`config.mk`:
```
export PLATFORM = sky130hd
export DESIGN_NAME = rcsr_top
export DESIGN_NICKNAME = d
export VERILOG_FILES = /design/src/logic/rcsr_pkg.sv /design/src/logic/rcsr_sync.sv /design/src/logic/rcsr_oneshot.sv /design/src/logic/rcsr_top.sv
export SDC_FILE = /design/constraint.sdc
export NUM_CORES = 1
export LEC_CHECK = 0
export CORE_MARGIN = 2
export CORE_UTILIZATION = 30
export CTS_CLUSTER_DIAMETER = 120
export DETAILED_ROUTE_END_ITERATION = 10
export DONT_BUFFER_PORTS = 1
export PLACE_DENSITY = 0.48
export SYNTH_ARGS = -nofsm -noshare
export SYNTH_HDL_FRONTEND = slang
export SYNTH_SLANG_ARGS = --single-unit
export TNS_END_PERCENT = 5
```
`constraint.sdc`:
```
create_clock -name clk -period 1.7 [get_ports clk]
set_input_delay 0.085 -clock clk [delete_from_list [all_inputs] [get_ports clk]]
set_output_delay 0.085 -clock clk [all_outputs]
set_load 0.01 [all_outputs]
```
`src/logic/rcsr_pkg.sv`:
```
// Operation
// (RL1) A watchdog reset sets cause flag bit 2, and 0 there means no watchdog reset occurred.
// (RL2) Each cause flag stays set until software writes 1 to it, and writing 0 leaves it alone.
// (RL3) A reset from the external reset pin sets cause flag bit 1.
// (RL4) A power-on reset or the software whole-chip reset sets cause flag bit 0.
// (RL5) While software holds control bit 3 at 1 the external bus interface stays in reset.
// (RL6) While software holds control bit 2 at 1 the peripheral DMA stays in reset.
// (RL7) Writing 1 to control bit 1 resets only core and flash controller and self-clears in 2 cycles.
// (RL8) Writing 1 to control bit 0 resets core and all peripherals and self-clears in 2 cycles.
// (RL9) The whole-chip software reset acts as a power-on reset, including a flash settings reload.
// (RL10) Software unlocks protection with the byte sequence 59h, 16h, 88h before protected writes.
// (RL11) Bit 3 exists only on the 64-pin low-density part; bits 3 and 2 are protected on low density. The code ties bit 3 to PKG_64PIN alone.
// (RL12) Bits 31 to 4 of the control register read as 0 and ignore writes.
// (RL13) The core-only one-shot reset sets cause flag bit 7.
// (RL14) A core system reset request sets cause flag bit 5.
// (RL15) While protection is enabled, writes to the protected control bits are ignored.
// (RL16) The one-shot resets do not clear the cause flags.
package rcsr_pkg;
  localparam logic [7:0] CAUSE_OFS = 8'h04;
  localparam logic [7:0] CTRL_OFS = 8'h08;
  localparam logic [7:0] MASK_OFS = 8'h18;
  localparam int POR_BIT = 0;
  localparam int PIN_BIT = 1;
  localparam int WDT_BIT = 2;
  localparam int SYSREQ_BIT = 5;
  localparam int CORE_BIT = 7;
  localparam int CHIP_CTL_BIT = 0;
  localparam int CORE_CTL_BIT = 1;
  localparam int DMA_CTL_BIT = 2;
  localparam int BUSIF_CTL_BIT = 3;
  localparam logic [7:0] CAUSE_IMPL = 8'hA7;
  localparam logic [7:0] CAUSE_RST = 8'h01;
  localparam logic [7:0] MASK_RST = 8'h00;
  localparam logic [3:0] CTRL_RST = 4'h0;
  localparam logic [1:0] ONESHOT_CYC = 2'h2;
  localparam logic [1:0] HTRANS_NONSEQ = 2'h2;
  localparam logic [1:0] HRESP_OKAY = 2'h0;
endpackage : rcsr_pkg

```
`src/logic/rcsr_sync.sv`:
```
`timescale 1ns/1ps
// Two-stage synchroniser; only the second stage leaves the module.
module rcsr_sync #(
  parameter int W = 1
) (
  input wire logic clk,
  input wire logic rst_n,
  input wire logic ce,
  input wire logic [W-1:0] d,
  output logic [W-1:0] q
);
  logic [W-1:0] meta_r;

  always_ff @(posedge clk or negedge rst_n) begin
    if (!rst_n) begin
      meta_r <= '0;
      q <= '0;
    end else if (ce) begin
      meta_r <= d;
      q <= meta_r;
    end
  end
endmodule : rcsr_sync

```
`src/logic/rcsr_oneshot.sv`:
```
`timescale 1ns/1ps
// Holds its output high for a fixed number of enabled cycles after a start.
module rcsr_oneshot (
  input wire logic clk,
  input wire logic rst_n,
  input wire logic ce,
  input wire logic start,
  output logic pulse_r
);
  logic [1:0] cnt_r;
  logic [1:0] cnt_nxt;

  assign cnt_nxt = (start && cnt_r == 2'h0) ? rcsr_pkg::ONESHOT_CYC :
                   (cnt_r != 2'h0) ? cnt_r - 2'h1 : 2'h0;

  always_ff @(posedge clk or negedge rst_n) begin
    if (!rst_n) begin
      cnt_r <= 2'h0;
      pulse_r <= 1'b0;
    end else if (ce) begin
      cnt_r <= cnt_nxt;
      pulse_r <= (cnt_nxt != 2'h0);
    end
  end
endmodule : rcsr_oneshot

```
`src/logic/rcsr_top.sv`:
```
`timescale 1ns/1ps
module rcsr_top #(
  parameter bit LOW_DENSITY = 1'b1,
  parameter bit PKG_64PIN = 1'b1
) (
  input wire logic clk,
  input wire logic rst_n,
  input wire logic ce,
  input wire logic hsel,
  input wire logic [31:0] haddr,
  input wire logic [1:0] htrans,
  input wire logic hwrite,
  input wire logic [2:0] hsize,
  input wire logic [31:0] hwdata,
  input wire logic hready,
  output logic hreadyout,
  output logic [1:0] hresp,
  output logic [31:0] hrdata,
  input wire logic por_evt,
  input wire logic pin_evt,
  input wire logic wdt_evt,
  input wire logic sysreq_evt,
  input wire logic prot_unlocked,
  output logic core_rst,
  output logic chip_rst,
  output logic bus_if_rst,
  output logic dma_rst,
  output logic irq
);
  logic ap_wr_r;
  logic [7:0] ap_addr_r;
  logic [7:0] flags_r;
  logic [7:0] flags_nxt;
  logic [7:0] mask_r;
  logic [4:0] evt_prev_r;
  logic [4:0] evt_s;

  function automatic logic hit(input logic [7:0] a, input logic [7:0] ofs);
    hit = (a == ofs);
  endfunction : hit

  // Event and unlock inputs arrive from other reset logic and are synchronised.
  rcsr_sync #(.W(5)) u_sync (
    .clk(clk),
    .rst_n(rst_n),
    .ce(ce),
    .d({prot_unlocked, sysreq_evt, wdt_evt, pin_evt, por_evt}),
    .q(evt_s)
  );

  wire [3:0] evt_rise = evt_s[3:0] & ~evt_prev_r[3:0];
  wire unlocked = evt_s[4];
  wire ap_take = ce && hsel && hready && htrans == rcsr_pkg::HTRANS_NONSEQ;
  wire [7:0] ap_addr = haddr[7:0];
  wire wr_cause = ap_wr_r && hit(ap_addr_r, rcsr_pkg::CAUSE_OFS);
  wire wr_ctrl = ap_wr_r && hit(ap_addr_r, rcsr_pkg::CTRL_OFS);
  wire wr_mask = ap_wr_r && hit(ap_addr_r, rcsr_pkg::MASK_OFS);
  wire rd_take = ap_take && !hwrite;
  wire rd_ctrl = rd_take && hit(ap_addr, rcsr_pkg::CTRL_OFS);

  // Protected writes need the unlock; bits 3 and 2 only on low density parts.
  wire prot_ok = wr_ctrl && unlocked; // [RL15] [RL10]
  wire lvl_ok = wr_ctrl && (unlocked || !LOW_DENSITY); // [RL11]
  wire chip_start = prot_ok && hwdata[rcsr_pkg::CHIP_CTL_BIT]; // [RL8]
  wire core_start = prot_ok && hwdata[rcsr_pkg::CORE_CTL_BIT]; // [RL7]

  wire bus_if_nxt = !PKG_64PIN ? 1'b0 :
                    lvl_ok ? hwdata[rcsr_pkg::BUSIF_CTL_BIT] : bus_if_rst; // [RL5] [RL11]
  wire dma_nxt = lvl_ok ? hwdata[rcsr_pkg::DMA_CTL_BIT] : dma_rst; // [RL6]

  logic [7:0] flag_set;
  always_comb begin
    flag_set = 8'h00;
    flag_set[rcsr_pkg::POR_BIT] = evt_rise[0] || chip_start; // [RL4] [RL9]
    flag_set[rcsr_pkg::PIN_BIT] = evt_rise[1]; // [RL3]
    flag_set[rcsr_pkg::WDT_BIT] = evt_rise[2]; // [RL1]
    flag_set[rcsr_pkg::SYSREQ_BIT] = evt_rise[3]; // [RL14]
    flag_set[rcsr_pkg::CORE_BIT] = core_start; // [RL13]
  end

  // Set wins over a write-one clear in the same cycle.
  wire [7:0] flag_clr = wr_cause ? hwdata[7:0] : 8'h00;
  assign flags_nxt = ((flags_r & ~flag_clr) | flag_set) & rcsr_pkg::CAUSE_IMPL; // [RL2]
  wire [7:0] mask_nxt = wr_mask ? (hwdata[7:0] & rcsr_pkg::CAUSE_IMPL) : mask_r;

  wire [3:0] ctrl_view = {bus_if_rst, dma_rst, core_rst, chip_rst};
  wire [31:0] rd_mux = hit(ap_addr, rcsr_pkg::CAUSE_OFS) ? {24'h000000, flags_r} :
                       hit(ap_addr, rcsr_pkg::CTRL_OFS) ? {28'h0000000, ctrl_view} : // [RL12]
                       hit(ap_addr, rcsr_pkg::MASK_OFS) ? {24'h000000, mask_r} :
                       32'h00000000;

  rcsr_oneshot u_core_shot (
    .clk(clk),
    .rst_n(rst_n),
    .ce(ce),
    .start(core_start),
    .pulse_r(core_rst)
  );

  rcsr_oneshot u_chip_shot (
    .clk(clk),
    .rst_n(rst_n),
    .ce(ce),
    .start(chip_start),
    .pulse_r(chip_rst)
  );

  // Bus handshake registers follow the clock enable so a frozen block stalls the bus.
  always_ff @(posedge clk or negedge rst_n) begin
    if (!rst_n) begin
      hreadyout <= 1'b1;
      hresp <= rcsr_pkg::HRESP_OKAY;
    end else begin
      hreadyout <= ce;
      hresp <= rcsr_pkg::HRESP_OKAY;
    end
  end

  always_ff @(posedge clk or negedge rst_n) begin
    if (!rst_n) begin
      ap_wr_r <= 1'b0;
      ap_addr_r <= 8'h00;
      hrdata <= 32'h00000000;
    end else if (ce) begin
      ap_wr_r <= ap_take && hwrite;
      ap_addr_r <= ap_addr;
      hrdata <= rd_take ? rd_mux : 32'h00000000;
    end
  end

  // Cause flags reload CAUSE_RST only on the block's own power-on reset, never on one-shots.
  always_ff @(posedge clk or negedge rst_n) begin
    if (!rst_n) begin
      flags_r <= rcsr_pkg::CAUSE_RST; // [RL16]
      mask_r <= rcsr_pkg::MASK_RST;
      evt_prev_r <= 5'h00;
      bus_if_rst <= rcsr_pkg::CTRL_RST[rcsr_pkg::BUSIF_CTL_BIT];
      dma_rst <= rcsr_pkg::CTRL_RST[rcsr_pkg::DMA_CTL_BIT];
      irq <= 1'b0;
    end else if (ce) begin
      flags_r <= flags_nxt;
      mask_r <= mask_nxt;
      evt_prev_r <= evt_s;
      bus_if_rst <= bus_if_nxt;
      dma_rst <= dma_nxt;
      irq <= |(flags_nxt & mask_nxt);
    end
  end

  wdt_flag_set_a: assert property (@(posedge clk) disable iff (!rst_n) // [RL1]
    ce && evt_rise[2] |=> flags_r[rcsr_pkg::WDT_BIT])
    else $error("Watchdog cause flag not set.");

  pin_flag_set_a: assert property (@(posedge clk) disable iff (!rst_n) // [RL3]
    ce && evt_rise[1] |=> flags_r[rcsr_pkg::PIN_BIT])
    else $error("Pin cause flag not set.");

  por_flag_set_a: assert property (@(posedge clk) disable iff (!rst_n) // [RL4] [RL9]
    ce && (evt_rise[0] || chip_start) |=> flags_r[rcsr_pkg::POR_BIT])
    else $error("Power-on cause flag not set.");

  chip_start_a: assert property (@(posedge clk) disable iff (!rst_n) // [RL8]
    ce && chip_start && !chip_rst |=> chip_rst)
    else $error("Chip one-shot did not start.");

  flag_hold_a: assert property (@(posedge clk) disable iff (!rst_n) // [RL2]
    ce && flags_r[rcsr_pkg::WDT_BIT] && !(wr_cause && hwdata[rcsr_pkg::WDT_BIT])
    |=> flags_r[rcsr_pkg::WDT_BIT])
    else $error("Cause flag lost without a write of one.");

  flag_clear_a: assert property (@(posedge clk) disable iff (!rst_n) // [RL2]
    ce && wr_cause && hwdata[rcsr_pkg::PIN_BIT] && !evt_rise[1] |=> !flags_r[rcsr_pkg::PIN_BIT])
    else $error("Cause flag not cleared by write of one.");

  busif_follow_a: assert property (@(posedge clk) disable iff (!rst_n) // [RL5]
    ce && lvl_ok && PKG_64PIN |=> bus_if_rst == $past(hwdata[rcsr_pkg::BUSIF_CTL_BIT]))
    else $error("Bus interface reset does not follow control.");

  dma_follow_a: assert property (@(posedge clk) disable iff (!rst_n) // [RL6]
    ce && lvl_ok |=> dma_rst == $past(hwdata[rcsr_pkg::DMA_CTL_BIT]))
    else $error("DMA reset does not follow control.");

  core_len_a: assert property (@(posedge clk) disable iff (!rst_n) // [RL7]
    ce && $rose(core_rst) ##1 ce |=> !core_rst)
    else $error("Core one-shot not two cycles.");

  chip_len_a: assert property (@(posedge clk) disable iff (!rst_n) // [RL8]
    $rose(chip_rst) |=> chip_rst)
    else $error("Chip one-shot shorter than two cycles.");

  core_min_a: assert property (@(posedge clk) disable iff (!rst_n) // [RL7]
    $rose(core_rst) |=> core_rst)
    else $error("Core one-shot shorter than two cycles.");

  chip_end_a: assert property (@(posedge clk) disable iff (!rst_n) // [RL8]
    ce && $rose(chip_rst) ##1 ce |=> !chip_rst)
    else $error("Chip one-shot longer than two cycles.");

  protect_a: assert property (@(posedge clk) disable iff (!rst_n) // [RL15]
    ce && wr_ctrl && !unlocked && !core_rst && !chip_rst |=> !core_rst && !chip_rst)
    else $error("Locked write started a one-shot.");

  busif_lock_a: assert property (@(posedge clk) disable iff (!rst_n) // [RL15] [RL11]
    ce && wr_ctrl && !unlocked && LOW_DENSITY |=> bus_if_rst == $past(bus_if_rst))
    else $error("Locked write changed the bus interface reset.");

  dma_lock_a: assert property (@(posedge clk) disable iff (!rst_n) // [RL15] [RL11]
    ce && wr_ctrl && !unlocked && LOW_DENSITY |=> dma_rst == $past(dma_rst))
    else $error("Locked write changed the DMA reset.");

  reserved_a: assert property (@(posedge clk) disable iff (!rst_n) // [RL12]
    rd_ctrl |=> hrdata[31:4] == 28'h0000000)
    else $error("Reserved control bits read nonzero.");

  core_flag_a: assert property (@(posedge clk) disable iff (!rst_n) // [RL13]
    ce && core_start |=> flags_r[rcsr_pkg::CORE_BIT])
    else $error("Core one-shot did not set its flag.");

  core_start_a: assert property (@(posedge clk) disable iff (!rst_n) // [RL7]
    ce && core_start && !core_rst |=> core_rst)
    else $error("Core one-shot did not start.");

  sysreq_flag_a: assert property (@(posedge clk) disable iff (!rst_n) // [RL14]
    ce && evt_rise[3] |=> flags_r[rcsr_pkg::SYSREQ_BIT])
    else $error("System request flag not set.");

  shot_keep_a: assert property (@(posedge clk) disable iff (!rst_n) // [RL16]
    ce && (chip_rst || core_rst) && !wr_cause |=> (flags_r & $past(flags_r)) == $past(flags_r))
    else $error("One-shot reset cleared a cause flag.");

  wdt_quiet_a: assert property (@(posedge clk) disable iff (!rst_n) // [RL1]
    ce && !evt_rise[2] && !flags_r[rcsr_pkg::WDT_BIT] |=> !flags_r[rcsr_pkg::WDT_BIT])
    else $error("Watchdog cause flag set without an event.");

  pin_quiet_a: assert property (@(posedge clk) disable iff (!rst_n) // [RL3]
    ce && !evt_rise[1] && !flags_r[rcsr_pkg::PIN_BIT] |=> !flags_r[rcsr_pkg::PIN_BIT])
    else $error("Pin cause flag set without an event.");

  sysreq_quiet_a: assert property (@(posedge clk) disable iff (!rst_n) // [RL14]
    ce && !evt_rise[3] && !flags_r[rcsr_pkg::SYSREQ_BIT] |=> !flags_r[rcsr_pkg::SYSREQ_BIT])
    else $error("System request flag set without an event.");

  core_quiet_a: assert property (@(posedge clk) disable iff (!rst_n) // [RL13]
    ce && !core_start && !flags_r[rcsr_pkg::CORE_BIT] |=> !flags_r[rcsr_pkg::CORE_BIT])
    else $error("Core cause flag set without a one-shot.");

  busif_hold_a: assert property (@(posedge clk) disable iff (!rst_n) // [RL5]
    !(ce && lvl_ok) |=> $stable(bus_if_rst))
    else $error("Bus interface reset moved without a write.");

  dma_hold_a: assert property (@(posedge clk) disable iff (!rst_n) // [RL6]
    !(ce && lvl_ok) |=> $stable(dma_rst))
    else $error("DMA reset moved without a write.");

  irq_level_a: assert property (@(posedge clk) disable iff (!rst_n) // [RL2]
    irq == |(flags_r & mask_r))
    else $error("Interrupt level does not match masked flags.");

  freeze_flags_a: assert property (@(posedge clk) disable iff (!rst_n) // [RL2]
    !ce |=> $stable(flags_r) && $stable(mask_r))
    else $error("Flags changed while the clock enable was low.");

  freeze_ctrl_a: assert property (@(posedge clk) disable iff (!rst_n) // [RL5] [RL6]
    !ce |=> $stable(ctrl_view))
    else $error("Reset controls changed while the clock enable was low.");

  // Every implemented cause bit is sticky until a one is written; the rest stay zero.
  generate
    for (genvar b = 0; b < 8; b++) begin : g_flag_chk
      if (rcsr_pkg::CAUSE_IMPL[b]) begin : g_impl
        flag_keep_a: assert property (@(posedge clk) disable iff (!rst_n) // [RL2] [RL16]
          ce && flags_r[b] && !(wr_cause && hwdata[b]) |=> flags_r[b])
          else $error("Cause flag dropped without a write of one.");

        flag_wclr_a: assert property (@(posedge clk) disable iff (!rst_n) // [RL2]
          ce && wr_cause && hwdata[b] && !flag_set[b] |=> !flags_r[b])
          else $error("Cause flag survived a write of one.");
      end else begin : g_rsvd
        flag_rsvd_a: assert property (@(posedge clk) disable iff (!rst_n) // [RL2]
          flags_r[b] == 1'b0)
          else $error("Unimplemented cause bit set.");
      end
    end
  endgenerate

  // Each one-shot is timed by its own run counter so its length is checked cycle by cycle.
  wire [1:0] shot_bus = {chip_rst, core_rst};
  generate
    for (genvar g = 0; g < 2; g++) begin : g_shot_chk
      logic [1:0] run_r;

      always_ff @(posedge clk or negedge rst_n) begin
        if (!rst_n) begin
          run_r <= 2'h0;
        end else if (ce) begin
          run_r <= shot_bus[g] ? run_r + 2'h1 : 2'h0;
        end
      end

      shot_len_a: assert property (@(posedge clk) disable iff (!rst_n) // [RL7] [RL8]
        shot_bus[g] |-> run_r < 2'h2)
        else $error("One-shot reset held beyond two cycles.");

      shot_fall_a: assert property (@(posedge clk) disable iff (!rst_n) // [RL7] [RL8]
        $fell(shot_bus[g]) |-> run_r == 2'h2)
        else $error("One-shot reset released early.");
    end
  endgenerate
endmodule : rcsr_top

```
==> qor.csv <==
stage,metric,value,unit
worst_setup_path,r2r-start,ap_addr_r[5],
finish,area_delta_synth_final,19.1,%
timing,period_share,101,%
placed_design,place_hpwl,3.56,mm
die,start_util,30.6,%
min_path,hold_end,mask_r[0],
min_path,holdPathStages,1,
die,core,8090,sq um
finish,fin_util,36.4,%
outcome,status,"complete, but fails checks",
worst_setup_path,path_buf_inv,1,
timing,maxSlewHeadroom,63.0,%
yosys,synth_area,2470,sq um
power,max-vdd-ir-drop,0.000312,V
grt,grt_antenna_before_repair,0,
power,leakagePower,0.00130,uW
worst_setup_path,crit_path_start,ap_addr_r[5],
detailed_routing,wl_per_cell,15.2,um
grt,first_global_vias,1682,
finish,layout.nets,328,
detailed_routing,via_per_inst,4.66,
timing,skew,0.00413,ns
timing,fin_crit,1.72,ns
timing,fin_setup_tns,-0.0473,ns
clocking,clk_pin_slew_worst_paths,0.08,ns
clocking,cts_hold_buf,24,
die,ios,120,
timing,hold_ws,-0.0648,ns
power,pwr_density_cell,766,nW/um^2
worst_setup_path,worstSetupPathType,reg -> reg,
detailed_routing,first_iter_violations,83,
grt,grt_max_degree,50,
yosys,yosysTopAreaCell,dfrtp_1,
die,dieArea,8990,sq um
min_path,hp-class,in -> reg,
outcome,violations,"hold timing, setup timing",
worst_setup_path,r2r_slack,-0.02,ns
timing,rsz0062_at_grt,yes,
detailed_routing,ant_nets,0,
worst_setup_path,rr_worst_depth,6,
timing,setup_violations,2,
die,die_w,94.8,um
yosys,avgSynthCellArea,11.7,sq um
placed_design,place_congestion,0.714,
yosys,synth_common_cells,"dfrtp_1, buf_4, mux2_2",
clocking,cts_max_path_buffers,2,
detailed_routing,num_vias,1651,
timing,tightest_slew,0.553,ns
clocking,clk_latency,0.29,ns
clocking,h-tree-depth,2,
worst_setup_path,cp.required,1.87,ns
yosys,async_reset_ff_share,100,%
worst_setup_path,path_cells,nor4_4 > buf_4 > nand4_1 > a221oi_2 > a21o_1 > a41oi_2,
die,std_cell_rows,33,
worst_setup_path,rr_endpoint,irq,
grt,grt_overflow,0,
yosys,ys_warn_count,0,
yosys,ys_ff_latch,49,
yosys,synth_most_common_cell,dfrtp_1,
yosys,syn_inst,212,
clocking,cts-root-buf,clkbuf_8,
finish,drive_gt1_share,26.1,%
timing,final_hold_viol_count,4,
worst_setup_path,cp_slowest_cell,dfrtp_1,
placed_design,io_buffers,0,
timing,worst_slack,-0.0239,ns
timing,slew_violations,0,
detailed_routing,dr.pass1.iters,4,
worst_setup_path,critical_path.top_delay_family,compound AO/OA/AOI/OAI gates,
finish,antennaDiodeCount,0,
detailed_routing,drc,0,
yosys,synthFlopType,dfrtp_1,
worst_setup_path,cp-start-kind,register,
clocking,cts_tree,yes,
yosys,synth_edf_count,0,
die,dieHeight,94.8,um
worst_setup_path,crit_fanout,4,
grt,grt_use_total,12.8,%
grt,grt_pass1_wl,8.85,mm
detailed_routing,routed_wirelength,5.38,mm
clocking,cts_made_buffers,5,
clocking,cts_sinks,49,
yosys,synth_cell_types,46,
yosys,synth_top_area_share,47.5,%
worst_setup_path,crit_arrival,1.89,ns
run,cap_violations,0,
worst_setup_path,cpPeakStageDelay,0.43,ns
timing,clock.fmax,580,MHz
yosys,synth_area_leaders,"dfrtp_1, mux2_2, buf_4, mux2_4, dfstp_2",
yosys,ys_seq_area_share,49.6,%
worst_setup_path,critPathCaptureType,register,
min_path,hp-start,hwdata[0],
-- per-stage QoR --
stage / power [uW] / cells / hold slack, ns / worst slack (ns) / cell area, sq um
finish: 2260 / 354 / -0.0648 / -0.0239 / 2950
global placement: 1520 / 319 / -0.208 / -0.108 / 2540
detailed placement: 1520 / 319 / -0.209 / -0.0899 / 2540
floorplan: 1540 / 239 / -0.211 / 0.00652 / 2580
CTS: 2290 / 352 / -0.0719 / -0.0467 / 2910
global route: 2370 / 354 / -0.0704 / -0.140 / 2950
-- timing repair --
item	4_1_cts	5_1_grt
setup buffers	1	2
pin swaps	2	4
hold endpoints to repair	91	2
resized for setup	6	6
endpoints found under the setup margin	4	13
-- registers in the layout, indices dropped and copies added, names as in the netlist --
name	count
bus_if_rst	1
u_chip_shot.cnt_r	2
mask_r	5
u_core_shot.pulse_r	1
ap_addr_r	8
u_core_shot.cnt_r	2
dma_rst	1
u_sync.meta_r	5
hreadyout	1
hrdata	6
ap_wr_r	1
u_chip_shot.pulse_r	1
irq	1
u_sync.q	5
evt_prev_r	4
flags_r	5
-- placed cells by master, fill, tap and decap left out, types with 4 or more instances in the layout --
master and instances:
a21oi_1 7, a22oi_1 5, buf_4 12, clkbuf_8 5
conb_1 28, dfrtp_1 47, dlygate4sd3_1 22, inv_1 6
mux2_2 25, mux2_4 5, nand2_1 5, nand3_1 6
nand4_1 4, nor2_1 10, nor2b_1 4, o21ai_0 5
o2bb2ai_1 6
-- metal layers --
metal,vias up,global-route usage [%],routed length (um)
met4,0,2.29,31
met1,810,17.0,2540
met3,4,3.75,354
li1,780,-,-
met2,57,21.1,2460
met5,-,0,0
-- final cells by class --
cell class / count / area [sq um]
inverters: 6 / 22.5
fillers: 830 / 5140
multi-input cells: 147 / 1090
repair buffers: 39 / 392
clock buffers: 8 / 80.1
flip-flops and latches: 49 / 1230
well taps: 105 / 131
-- cell families after synthesis --
logic type / Yosys count / share of synthesized area [%]
other: 1 / 0.152
AND/OR/NAND/NOR: 48 / 12.2
buffers and inverters: 43 / 11.2
multiplexers: 33 / 15.6
AO/OA/AOI/OAI: 38 / 11.1
flip-flops: 49 / 49.6
-- worst max path at each step --
stage / to / slack [ns] / cells after the start
after floorplan: mask_r[0] / 0.007 / 5
after CTS: u_chip_shot.cnt_r[1] / -0.05 / 6
after global placement: u_chip_shot.cnt_r[1] / -0.11 / 6
after detailed placement: u_chip_shot.cnt_r[1] / -0.09 / 6
after global routing: u_chip_shot.cnt_r[1] / -0.14 / 6
final: irq / -0.02 / 6
-- where the power goes --
part	switching, uW	leakage [uW]	internal [uW]
Sequential	58.9	0.000601	1250
Combinational	138	0.000659	150
Clock	370	0.0000395	293
Total	567	0.00130	1690
No activity file was read; power rests on OpenSTA's default activity.
